===== src/core/cris_defs.vh =====
// Constants for the core reset and initial-state sequencer.
`ifndef CRIS_DEFS_VH
`define CRIS_DEFS_VH

// Register indices on the plain register port.
`define CRIS_ADDR_MACHINE_STATE   4'h0
`define CRIS_ADDR_DEBUG_CTRL_ZERO 4'h1
`define CRIS_ADDR_DEBUG_CTRL_ONE  4'h2
`define CRIS_ADDR_DEBUG_EVENT_LOG 4'h3
`define CRIS_ADDR_DATA_CACHEABLE  4'h4
`define CRIS_ADDR_INSTR_CACHEABLE 4'h5
`define CRIS_ADDR_EXC_SYNDROME    4'h6
`define CRIS_ADDR_GUARDED_MAP     4'h7
`define CRIS_ADDR_LITTLE_END_MAP  4'h8
`define CRIS_ADDR_USER_ATTR_MAP   4'h9
`define CRIS_ADDR_TIMER_CTRL      4'hA
`define CRIS_ADDR_TIMER_FLAGS     4'hB
`define CRIS_ADDR_VERSION_ID      4'hC
`define CRIS_ADDR_FETCH_ADDR      4'hD

// Reset values and the fetch step.
`define CRIS_RST_ZERO    32'h00000000
`define CRIS_RST_GUARDED 32'hFFFFFFFF
`define CRIS_RESET_VEC   32'hFFFFFFFC
`define CRIS_FETCH_STEP  32'h00000004

// Reset kind encodings.
`define CRIS_KIND_NONE   2'h0
`define CRIS_KIND_CORE   2'h1
`define CRIS_KIND_CHIP   2'h2
`define CRIS_KIND_SYSTEM 2'h3

// Field positions.
`define CRIS_LAST_KIND_HI  29
`define CRIS_LAST_KIND_LO  28
`define CRIS_RST_REQ_HI    29
`define CRIS_RST_REQ_LO    28
`define CRIS_WD_CTRL_HI    29
`define CRIS_WD_CTRL_LO    28
`define CRIS_WD_KIND_HI    29
`define CRIS_WD_KIND_LO    28

// Hold counter start value; HOLD lasts one cycle more than this while initial state is applied.
`define CRIS_HOLD_CYCLES 4'h4

`endif


===== src/core/cris_core_reset.v =====
// Core reset sequencer: source merging, reset logging, initial state, fetch.
//
// Functional notes
// - Any reset halts execution at once and discards processor state.
// - Record cause in two-bit reset field: 01 core, 10 chip, 11 system.
// - External reset pin during operation is always logged as system reset.
// - Initialization is identical for every reset kind.
// - Core reset hits execution and caches; chip reset also on-chip peripherals.
// - Watchdog second time-out resets the core when so programmed.
// - Non-zero write to reset-request field of debug control zero resets.
// - Machine-state register clears to zero on reset.
// - Debug controls, cacheable maps, syndrome, endian, user maps clear to zero.
// - Guarded region map sets to all ones on reset.
// - Watchdog-reset control field clears on reset; other timer bits undefined.
// - Watchdog-reset kind uses reset encoding, reads 00 if watchdog not cause.
// - Registers without listed reset value are not initialized.
// - First fetch after initialization is at the reset vector FFFF_FFFC.
// - Sequential fetch past the reset vector wraps to address zero.
// - Reset field is ignored when testing debug log clear for timer thaw.
//
// Design decisions made here: the plain strobed port and the register offsets.
`timescale 1ns/1ns
`default_nettype none
`include "cris_defs.vh"

////////////////////////////////////////////////////////////////////////
// Overview.
// Six things can start a reset: the power-up reset input, a rising edge
// on the external system pin, a chip reset request, a request from the debug
// port, a watchdog second time-out when its control field asks for one, and
// a software write with a non-zero reset-request field in debug control zero.
// All but the reset input arrive synchronous to clk, so plain logic merges them
// into one request, and a fixed priority picks the kind that gets logged.
//
// A request is honoured only while the core runs. One that arrives while
// the core is held or booting is dropped: the reset under way ends in the
// same initial state, so only its logged kind and the scope of its strobes are lost.
//
// Timeline of one reset, counted from the edge that takes the request.
// Edge 0: halt, unit reset and the scope strobes rise; fetch stops.
// Edges 1 to 5: HOLD, with the registers loaded on every one of them.
// Edge 5: the unit reset falls, while halt stays up for the boot cycle.
// Edge 6: BOOT; halt falls with the fetch address at the vector.
// Edge 7: the first fetch is offered as valid.
// After power-up the same timeline holds, with the reset input itself
// standing in for edge 0.
//
// Hazards and limits.
// The system pin is edge sensitive: a pin held high through a reset does
// not start a second one and must drop before it can be used again.
// Registers without a defined reset value are zeroed by the reset input
// but keep what they held through any later reset, so boot code must
// write them before it reads them.
// The watchdog is honoured only when its control field names a kind; the
// reset clears that field, so software must arm it again after each reset.
// The version word is a fixed parameter and only tells builds apart.

module cris_core_reset #(
	parameter [31:0] VERSION_ID = 32'h0A5A0001 // Arbitrary identity value.
) (
	input  wire        clk,
	input  wire        rst,
	input  wire        sys_reset_pin,
	input  wire        chip_reset_req,
	input  wire        dbg_port_reset_req,
	input  wire [1:0]  dbg_port_reset_kind,
	input  wire        watchdog_second_timeout,
	input  wire        fetch_advance,
	input  wire        fetch_is_branch,
	input  wire [31:0] fetch_branch_target,
	input  wire [3:0]  reg_addr,
	input  wire [31:0] reg_wdata,
	input  wire        reg_wr,
	input  wire        reg_rd,
	output reg  [31:0] reg_rdata,
	output reg         core_halt,
	output reg         core_unit_reset,
	output reg         chip_periph_reset,
	output reg         system_reset_out,
	output reg  [31:0] fetch_addr,
	output reg         fetch_valid,
	output reg         timers_thawed
);

	////////////////////////////////////////////////////////////////////////
	// Sequencer states.
	localparam [1:0] ST_RUN  = 2'h0;
	localparam [1:0] ST_HOLD = 2'h1;
	localparam [1:0] ST_BOOT = 2'h2;

	reg [1:0]  state_ff;
	reg [1:0]  nxt_state;
	reg [3:0]  hold_cnt_ff;
	reg [1:0]  kind_ff;
	reg        wd_caused_ff;
	reg        sys_pin_q_ff;

	reg [31:0] machine_state_ff;
	reg [31:0] debug_ctrl_zero_ff;
	reg [31:0] debug_ctrl_one_ff;
	reg [31:0] debug_event_log_ff;
	reg [31:0] data_cacheable_map_ff;
	reg [31:0] instr_cacheable_map_ff;
	reg [31:0] exception_syndrome_ff;
	reg [31:0] guarded_region_map_ff;
	reg [31:0] little_endian_region_map_ff;
	reg [31:0] user_attr_region_map_ff;
	reg [31:0] timer_ctrl_ff;
	reg [31:0] timer_flags_ff;

	wire       wr_dbg0;
	wire [1:0] sw_req;
	wire       wd_fire;
	wire       pin_edge;
	wire       any_req;
	wire       dbg_hit;
	wire [1:0] scope_kind;
	reg  [1:0] req_kind;

	// Sign of a write to a given register index.
	// One decode for every register keeps the write qualifier in one place.
	function wr_hit;
		input [3:0] addr;
		input [3:0] idx;
		input       wr;
		begin
			wr_hit = wr && (addr == idx);
		end
	endfunction

	////////////////////////////////////////////////////////////////////////
	// Reset request decode. Inputs are already synchronous to clk.
	assign wr_dbg0 = wr_hit(reg_addr, `CRIS_ADDR_DEBUG_CTRL_ZERO, reg_wr);
	assign sw_req  = wr_dbg0 ?
		reg_wdata[`CRIS_RST_REQ_HI:`CRIS_RST_REQ_LO] : `CRIS_KIND_NONE;
	// Watchdog acts only when its control field asks for a reset.
	assign wd_fire = watchdog_second_timeout &&
		(timer_ctrl_ff[`CRIS_WD_CTRL_HI:`CRIS_WD_CTRL_LO] !=
		`CRIS_KIND_NONE);
	// Pin rising edge; a pin held during a reset does not retrigger.
	assign pin_edge = sys_reset_pin && !sys_pin_q_ff;
	// A debug request that names no kind is a no-op, so a stray request
	// line on its own can never reset the core.
	assign dbg_hit  = dbg_port_reset_req &&
		(dbg_port_reset_kind != `CRIS_KIND_NONE);
	// Requests outside RUN are dropped; the reset under way covers them.
	assign any_req  = (state_ff == ST_RUN) && (pin_edge || chip_reset_req ||
		dbg_hit || wd_fire || (sw_req != `CRIS_KIND_NONE));
	// Scope of the strobes: the new kind on the request edge, then the
	// logged one. Using the log alone would lag one cycle behind.
	assign scope_kind = any_req ? req_kind : kind_ff;

	// Priority: pin, debugger, watchdog, software, chip request.
	always @* begin
		if (pin_edge)
			req_kind = `CRIS_KIND_SYSTEM;
		else if (dbg_hit)
			req_kind = dbg_port_reset_kind;
		else if (wd_fire)
			req_kind = timer_ctrl_ff[`CRIS_WD_CTRL_HI:`CRIS_WD_CTRL_LO];
		else if (sw_req != `CRIS_KIND_NONE)
			req_kind = sw_req;
		else
			req_kind = `CRIS_KIND_CHIP;
	end

	////////////////////////////////////////////////////////////////////////
	// Sequencer next state. HOLD lasts until the counter has run down, then
	// one BOOT cycle lets the fetch path settle on the vector before the
	// halt is lifted.
	always @* begin
		case (state_ff)
		ST_RUN:  nxt_state = any_req ? ST_HOLD : ST_RUN;
		ST_HOLD: nxt_state = (hold_cnt_ff == 4'h0) ? ST_BOOT : ST_HOLD;
		ST_BOOT: nxt_state = ST_RUN;
		default: nxt_state = ST_HOLD;
		endcase
	end

	// Sequencer, reset logging and output strobes.
	// The strobes nest: core only, then on-chip peripherals, then system.
	always @(posedge clk or posedge rst) begin
		if (rst) begin
			state_ff          <= ST_HOLD;
			hold_cnt_ff       <= `CRIS_HOLD_CYCLES;
			kind_ff           <= `CRIS_KIND_SYSTEM; // Power-up is a system reset.
			wd_caused_ff      <= 1'b0;
			sys_pin_q_ff      <= 1'b0;
			core_halt         <= 1'b1;
			core_unit_reset   <= 1'b1;
			chip_periph_reset <= 1'b1;
			system_reset_out  <= 1'b1;
		end else begin
			state_ff     <= nxt_state;
			sys_pin_q_ff <= sys_reset_pin;
			if (any_req) begin
				hold_cnt_ff  <= `CRIS_HOLD_CYCLES;
				kind_ff      <= req_kind;
				// Only a watchdog that wins the priority is reported.
				wd_caused_ff <= !pin_edge && !dbg_hit && wd_fire;
			end else if (state_ff == ST_HOLD && hold_cnt_ff != 4'h0) begin
				hold_cnt_ff <= hold_cnt_ff - 4'h1;
			end
			// Halt at once on a request; scope follows the kind.
			core_halt         <= (nxt_state != ST_RUN);
			core_unit_reset   <= (nxt_state == ST_HOLD);
			chip_periph_reset <= (nxt_state == ST_HOLD) &&
				(scope_kind >= `CRIS_KIND_CHIP);
			system_reset_out  <= (nxt_state == ST_HOLD) &&
				(scope_kind == `CRIS_KIND_SYSTEM);
		end
	end

	////////////////////////////////////////////////////////////////////////
	// Architectural registers. Same initial values for every kind.
	// Only registers with defined reset values are loaded in HOLD.
	// Loading on every HOLD cycle rather than once means a write that slips
	// in on the request edge is overwritten before the core restarts.
	always @(posedge clk or posedge rst) begin
		if (rst) begin
			machine_state_ff            <= `CRIS_RST_ZERO;
			debug_ctrl_zero_ff          <= `CRIS_RST_ZERO;
			debug_ctrl_one_ff           <= `CRIS_RST_ZERO;
			debug_event_log_ff          <= `CRIS_RST_ZERO;
			data_cacheable_map_ff       <= `CRIS_RST_ZERO;
			instr_cacheable_map_ff      <= `CRIS_RST_ZERO;
			exception_syndrome_ff       <= `CRIS_RST_ZERO;
			guarded_region_map_ff       <= `CRIS_RST_GUARDED;
			little_endian_region_map_ff <= `CRIS_RST_ZERO;
			user_attr_region_map_ff     <= `CRIS_RST_ZERO;
			timer_ctrl_ff               <= `CRIS_RST_ZERO;
			timer_flags_ff              <= `CRIS_RST_ZERO;
		end else if (state_ff == ST_HOLD) begin
			machine_state_ff            <= `CRIS_RST_ZERO;
			debug_ctrl_zero_ff          <= `CRIS_RST_ZERO;
			debug_ctrl_one_ff           <= `CRIS_RST_ZERO;
			data_cacheable_map_ff       <= `CRIS_RST_ZERO;
			instr_cacheable_map_ff      <= `CRIS_RST_ZERO;
			exception_syndrome_ff       <= `CRIS_RST_ZERO;
			little_endian_region_map_ff <= `CRIS_RST_ZERO;
			user_attr_region_map_ff     <= `CRIS_RST_ZERO;
			guarded_region_map_ff       <= `CRIS_RST_GUARDED;
			// Only the watchdog field of the timer control is defined.
			timer_ctrl_ff[`CRIS_WD_CTRL_HI:`CRIS_WD_CTRL_LO] <=
				`CRIS_KIND_NONE;
			debug_event_log_ff[`CRIS_LAST_KIND_HI:`CRIS_LAST_KIND_LO] <=
				kind_ff;
			timer_flags_ff[`CRIS_WD_KIND_HI:`CRIS_WD_KIND_LO] <=
				wd_caused_ff ? kind_ff : `CRIS_KIND_NONE;
		end else begin
			// Software writes; the reset field of the log is hardware-owned.
			if (wr_hit(reg_addr, `CRIS_ADDR_MACHINE_STATE, reg_wr))
				machine_state_ff <= reg_wdata;
			if (wr_dbg0)
				debug_ctrl_zero_ff <= reg_wdata;
			if (wr_hit(reg_addr, `CRIS_ADDR_DEBUG_CTRL_ONE, reg_wr))
				debug_ctrl_one_ff <= reg_wdata;
			if (wr_hit(reg_addr, `CRIS_ADDR_DEBUG_EVENT_LOG, reg_wr)) begin
				debug_event_log_ff[31:30] <= reg_wdata[31:30];
				debug_event_log_ff[27:0]  <= reg_wdata[27:0];
			end
			if (wr_hit(reg_addr, `CRIS_ADDR_DATA_CACHEABLE, reg_wr))
				data_cacheable_map_ff <= reg_wdata;
			if (wr_hit(reg_addr, `CRIS_ADDR_INSTR_CACHEABLE, reg_wr))
				instr_cacheable_map_ff <= reg_wdata;
			if (wr_hit(reg_addr, `CRIS_ADDR_EXC_SYNDROME, reg_wr))
				exception_syndrome_ff <= reg_wdata;
			if (wr_hit(reg_addr, `CRIS_ADDR_GUARDED_MAP, reg_wr))
				guarded_region_map_ff <= reg_wdata;
			if (wr_hit(reg_addr, `CRIS_ADDR_LITTLE_END_MAP, reg_wr))
				little_endian_region_map_ff <= reg_wdata;
			if (wr_hit(reg_addr, `CRIS_ADDR_USER_ATTR_MAP, reg_wr))
				user_attr_region_map_ff <= reg_wdata;
			if (wr_hit(reg_addr, `CRIS_ADDR_TIMER_CTRL, reg_wr))
				timer_ctrl_ff <= reg_wdata;
			if (wr_hit(reg_addr, `CRIS_ADDR_TIMER_FLAGS, reg_wr))
				timer_flags_ff <= reg_wdata;
		end
	end

	////////////////////////////////////////////////////////////////////////
	// Fetch address: vector after init, then sequential or branch.
	// The vector is the last word, so the plain add wraps to zero.
	always @(posedge clk or posedge rst) begin
		if (rst) begin
			fetch_addr  <= `CRIS_RESET_VEC;
			fetch_valid <= 1'b0;
		end else if (state_ff != ST_RUN || any_req) begin
			// Nothing is offered while held, nor on the request edge itself.
			fetch_addr  <= `CRIS_RESET_VEC;
			fetch_valid <= 1'b0;
		end else begin
			fetch_valid <= 1'b1;
			// A branch target is used as given; keeping it word aligned is
			// the business of whoever decodes the branch.
			if (fetch_advance && fetch_valid) begin
				if (fetch_is_branch)
					fetch_addr <= fetch_branch_target;
				else
					fetch_addr <= fetch_addr + `CRIS_FETCH_STEP;
			end
		end
	end

	////////////////////////////////////////////////////////////////////////
	// Timer thaw: log clear apart from the reset field. Read port.
	// Read data stand for one cycle and are zero otherwise, so a stale word
	// is never taken for a fresh answer.
	always @(posedge clk or posedge rst) begin
		if (rst) begin
			timers_thawed <= 1'b0;
			reg_rdata     <= `CRIS_RST_ZERO;
		end else begin
			timers_thawed <= (debug_event_log_ff[31:30] == 2'h0) &&
				(debug_event_log_ff[27:0] == 28'h0000000);
			if (reg_rd) begin
				case (reg_addr)
				`CRIS_ADDR_MACHINE_STATE:   reg_rdata <= machine_state_ff;
				`CRIS_ADDR_DEBUG_CTRL_ZERO: reg_rdata <= debug_ctrl_zero_ff;
				`CRIS_ADDR_DEBUG_CTRL_ONE:  reg_rdata <= debug_ctrl_one_ff;
				`CRIS_ADDR_DEBUG_EVENT_LOG: reg_rdata <= debug_event_log_ff;
				`CRIS_ADDR_DATA_CACHEABLE:  reg_rdata <= data_cacheable_map_ff;
				`CRIS_ADDR_INSTR_CACHEABLE: reg_rdata <= instr_cacheable_map_ff;
				`CRIS_ADDR_EXC_SYNDROME:    reg_rdata <= exception_syndrome_ff;
				`CRIS_ADDR_GUARDED_MAP:     reg_rdata <= guarded_region_map_ff;
				`CRIS_ADDR_LITTLE_END_MAP:
					reg_rdata <= little_endian_region_map_ff;
				`CRIS_ADDR_USER_ATTR_MAP:
					reg_rdata <= user_attr_region_map_ff;
				`CRIS_ADDR_TIMER_CTRL:      reg_rdata <= timer_ctrl_ff;
				`CRIS_ADDR_TIMER_FLAGS:     reg_rdata <= timer_flags_ff;
				`CRIS_ADDR_VERSION_ID:      reg_rdata <= VERSION_ID;
				`CRIS_ADDR_FETCH_ADDR:      reg_rdata <= fetch_addr;
				default:                    reg_rdata <= `CRIS_RST_ZERO;
				endcase
			end else begin
				reg_rdata <= `CRIS_RST_ZERO;
			end
		end
	end

endmodule

`default_nettype wire


===== config.mk =====
export PLATFORM = sky130hd
export DESIGN_NAME = cris_core_reset
export DESIGN_NICKNAME = d
export VERILOG_FILES = /design/src/core/cris_core_reset.v
export VERILOG_INCLUDE_DIRS = /design/src /design/src/core
export SDC_FILE = /design/constraint.sdc
export NUM_CORES = 1
export LEC_CHECK = 0
export ABC_AREA = 1
export BUFFER_PORTS_ARGS = -buffer_cell sky130_fd_sc_hd__buf_2
export CAP_MARGIN = 10
export CORE_ASPECT_RATIO = 0.6
export CORE_UTILIZATION = 50
export DETAILED_ROUTE_END_ITERATION = 10
export PLACE_DENSITY_LB_ADDON = 0.12
export REMOVE_ABC_BUFFERS = 1
export SETUP_SLACK_MARGIN = 0.05
export SLEW_MARGIN = 15
export SYNTH_ARGS = -nofsm -noshare
export SYNTH_HDL_FRONTEND = slang
export SYNTH_SLANG_ARGS = --single-unit

===== constraint.sdc =====
create_clock -name clk -period 19.15 [get_ports clk]
set_input_delay 2.8725 -clock clk [delete_from_list [all_inputs] [get_ports clk]]
set_output_delay 2.8725 -clock clk [all_outputs]
set_load 0.01 [all_outputs]

==> summary.md <==
| Metric | Value |
|---|---|
| Synth warnings | `0` |
| Die footprint | `43,680 µm²` |
| Max Root-Sink Buffers | `3` |
| Antenna fix cells | `0` |
| Critical path arrival | `6.37 ns` |
| Via Count | `18,736` |
| Count of input and output buffers | `149` |
| Final Instance Count excl. Fillers | `3,333` |
| Routed wire length | `70,860 µm` |
| Critical path fanouts, max | `89` |
| Crit start category | `primary input` |
| Detailed-routing iteration count for the pre-antenna-repair pass | `6` |
| Type of the worst min-delay path | `reg -> reg` |
| Ys flop type | `sky130_fd_sc_hd__dfrtp_1` |
| Number of antenna violations at the first check in global routing | `1` |
| Actual transition at the worst max-transition pin | `1.264 ns` |
| Leakage Power | `0.01192 µW` |
| Detailed Place HPWL | `45,340 µm` |
| Worst path depth | `5` |
| Number of buffers created by CTS | `45` |
| FP Rows | `58` |
| Worst hold slack | `0.4738 ns` |
| Floorplan die width | `269.1 µm` |
| Via-per-instance ratio | `5.621` |
| Wire length of the first global-routing pass | `108,300 µm` |
| Data required time at the worst endpoint | `19.67 ns` |
| Top-count cell post-synth | `sky130_fd_sc_hd__nand2_1` |
| Number of buffers inserted for hold repair after clock tree synthesis | `0` |
| Final setup violation count | `0` |
| Clock-pin slew reported for the worst setup and hold paths after clock tree synthesis | `0.06 ns` |
| Power density over cell area | `155.8 nW/µm²` |
| DRC viols | `0` |
| Signed area change from the synthesized netlist to the final layout | `12.68%` |
| Count of endpoints failing hold in the final timing report | `0` |
| Most area-consuming cells after synthesis | `sky130_fd_sc_hd__dfrtp_1, sky130_fd_sc_hd__nand2_1, sky130_fd_sc_hd__o21ai_0, sky130_fd_sc_hd__dfstp_2, sky130_fd_sc_hd__inv_1` |
| Worst-case headroom to the max-slew limit | `14.93%` |
| Timing-limited maximum frequency | `170.9 MHz` |
| Cts repair resizes | `0` |
| Worst clock skew | `0.01758 ns` |
| Ranking of synthesized cells by instance count | `sky130_fd_sc_hd__nand2_1, sky130_fd_sc_hd__o21ai_0, sky130_fd_sc_hd__dfrtp_1` |
| Worst reg2reg path depth | `8` |
| Total placed cells including tap cells | `3,249` |
| Sequential share of the synthesized area | `54.65%` |
| Worst supply voltage drop on vdd | `0.09544 mV` |
| Residual overflow from global routing | `0` |
| Flops & latches, synth | `464` |
| Post-detailed-route wirelength per cell | `21.26 µm` |
| Kind of end point of the critical path | `async pin` |
| Clock period minus final worst setup slack | `5.853 ns` |
| Status | `completed` |
| Share of the synthesized area in the top cell type | `46.05%` |
| Via count of the first global-routing pass | `17,735` |
| Unrepaired setup endpoints after global routing | `false` |
| Async set or reset register ratio after synthesis | `100.0%` |
| Clock network latency to the later pin of the worst-skew pair | `0.57 ns` |
| Top Ports | `150` |
| Post-Syn Area | `21,410 µm²` |
| Maximum number of pins on one net before global-route repair | `90` |
| CTS root buffer | `sky130_fd_sc_hd__clkbuf_16` |
| CTS tree | `yes` |
| Final count of pins violating max slew | `0` |
| Number of enable-type register cells in the synthesized netlist | `0` |
| TritonCTS Sinks | `464` |
| Hold Path Stages | `2` |
| Proportion of layout cells with a drive suffix above 1 | `13.90%` |
| Htree depth | `2` |
| Fin crit share | `30.56%` |
| Number of routed nets with antenna violations | `0` |
| Slowest library cell on the worst path | `sky130_fd_sc_hd__buf_4` |
| Mean instance size in the synthesized netlist | `8.143 µm²` |
| Number of cells produced by synthesis | `2,629` |
| Critical path buffers and inverters | `5` |
| Count of buffers added by post-CTS timing repair for setup | `0` |
| Gp weighted congestion | `0.9535` |
| Total Routing Usage GR | `32.59%` |
| Effective utilization at floorplan | `50.95%` |
| Setup TNS | `0 ns` |
| Post-route core utilization | `57.41%` |
| Max-capacitance violation count | `0` |
| Delay of the slowest cell on the worst path | `0.90 ns` |
| Post-synth top area cell | `sky130_fd_sc_hd__dfrtp_1` |
| Area of the core region | `42,020 µm²` |
| Number of distinct library cells after synthesis | `40` |
| Nets | `2,808` |
| Cell Chain, Critical Path | `buf_2 -> inv_8 -> buf_4 -> buf_4 -> buf_4` |
| Cell class contributing the biggest share of worst-path delay | `buffers and inverters` |
| Worst setup path class | `in -> async` |
| Starting DRT DRC Count | `2,161` |
| Most prevalent standard cell on the critical path | `sky130_fd_sc_hd__buf_4` |
| Vertical die dimension | `162.3 µm` |
kinds of logic (layout without fill, tap and decap cells):
kind of cell    after synthesis  after routing  share of synthesized area (%)
simple gates               1037           1037                          19.11
compound gates              612            612                          15.21
buf+inv                     467            601                          8.591
flops                       464            464                          54.65
mux                          35             35                          1.835
xor+xnor                     12             12                         0.4909
fa+ha+maj                     2              2                         0.1169
layout make-up:
type,count,area [µm²]
fillers,3849,17890
flip-flops and latches,464,11700
multi-input cells,1698,7923
clock buffers,63,1326
inverters,339,1280
repair buffers,178,963.4
well taps,570,713.2
clock inverters,21,219.0
layer usage:
metal | share of wire [%] | track usage [%] | routed length, µm
met3 | 10 | 6.357 | 7282
met2 | 42 | 47.26 | 29650
met1 | 46 | 49.97 | 32280
met5 | 0 | 0 | 0
met4 | 2.3 | 7.870 | 1648
report_power, final:
part / leakage (µW) / internal, µW / total [µW] / switching [µW]
combinational: 0.00519 / 350 / 1240 / 887
sequential: 0.00596 / 1410 / 1580 / 173
clock: 0.000772 / 539 / 937 / 398
per-stage QoR:
| stage | area, µm² | total power, µW | setup slack [ns] |
|---|---|---|---|
| 2_1_floorplan | 20840 | 2345 | 3.454 |
| 3_3_place_gp | 22570 | 2747 | 12.64 |
| 3_5_place_dp | 22570 | 2801 | 12.62 |
| 4_1_cts | 24120 | 3742 | 13.20 |
| 5_1_grt | 24120 | 3989 | 12.78 |
| 6_report | 24120 | 3759 | 13.30 |
layout by cell type (no fill, tap or decap), types with 7 or more instances in the layout:
cell	synthesis	routed
sky130_fd_sc_hd__a21oi_1	76	76
sky130_fd_sc_hd__a31oi_1	13	13
sky130_fd_sc_hd__buf_2	48	149
sky130_fd_sc_hd__buf_4	7	29
sky130_fd_sc_hd__clkbuf_1	72	7
sky130_fd_sc_hd__clkbuf_16	0	47
sky130_fd_sc_hd__clkbuf_8	0	9
sky130_fd_sc_hd__clkinv_2	0	13
sky130_fd_sc_hd__dfrtp_1	394	394
sky130_fd_sc_hd__dfstp_2	70	70
sky130_fd_sc_hd__inv_1	327	326
sky130_fd_sc_hd__mux2_2	33	33
sky130_fd_sc_hd__nand2_1	744	740
sky130_fd_sc_hd__nand2_2	5	8
sky130_fd_sc_hd__nand3_1	50	50
sky130_fd_sc_hd__nand4_1	9	9
sky130_fd_sc_hd__nor2_1	175	174
sky130_fd_sc_hd__nor3_1	36	36
sky130_fd_sc_hd__nor4_1	8	8
sky130_fd_sc_hd__o21ai_0	413	413
sky130_fd_sc_hd__o21ai_1	9	9
sky130_fd_sc_hd__o22ai_1	79	79
sky130_fd_sc_hd__xor2_1	11	11
path summary, 6_finish.rpt:
path	from	endpoint	slack, ns
worst max-delay path	rst	little_endian_region_map_ff[18]	13.30
worst max register to register	state_ff[0]	machine_state_ff[28]	15.55
worst min register to register	machine_state_ff[6]	machine_state_ff[6]	0.47
worst min-delay path	machine_state_ff[6]	machine_state_ff[6]	0.47
max in group clk	reg_addr[1]	machine_state_ff[28]	13.62
min in group asynchronous	rst	reg_rdata[2]	2.42
flip-flops by register name (all words and copies together) (netlist names), 4 cells and up:
signal / cells
debug_event_log_ff: 32
debug_ctrl_zero_ff: 32
little_endian_region_map_ff: 32
fetch_addr: 32
reg_rdata: 32
timer_ctrl_ff: 32
data_cacheable_map_ff: 32
hold_cnt_ff: 4
exception_syndrome_ff: 32
instr_cacheable_map_ff: 32
user_attr_region_map_ff: 32
debug_ctrl_one_ff: 32
machine_state_ff: 32
timer_flags_ff: 32
guarded_region_map_ff: 32
tightest hold or removal path: cells and delay by family, from the launching register on:
family / cells / cell delay (ns)
DFF: 1 / 0.34
and+or+nand+nor: 2 / 0.10
Note: power is estimated with default switching activity, not from simulation.
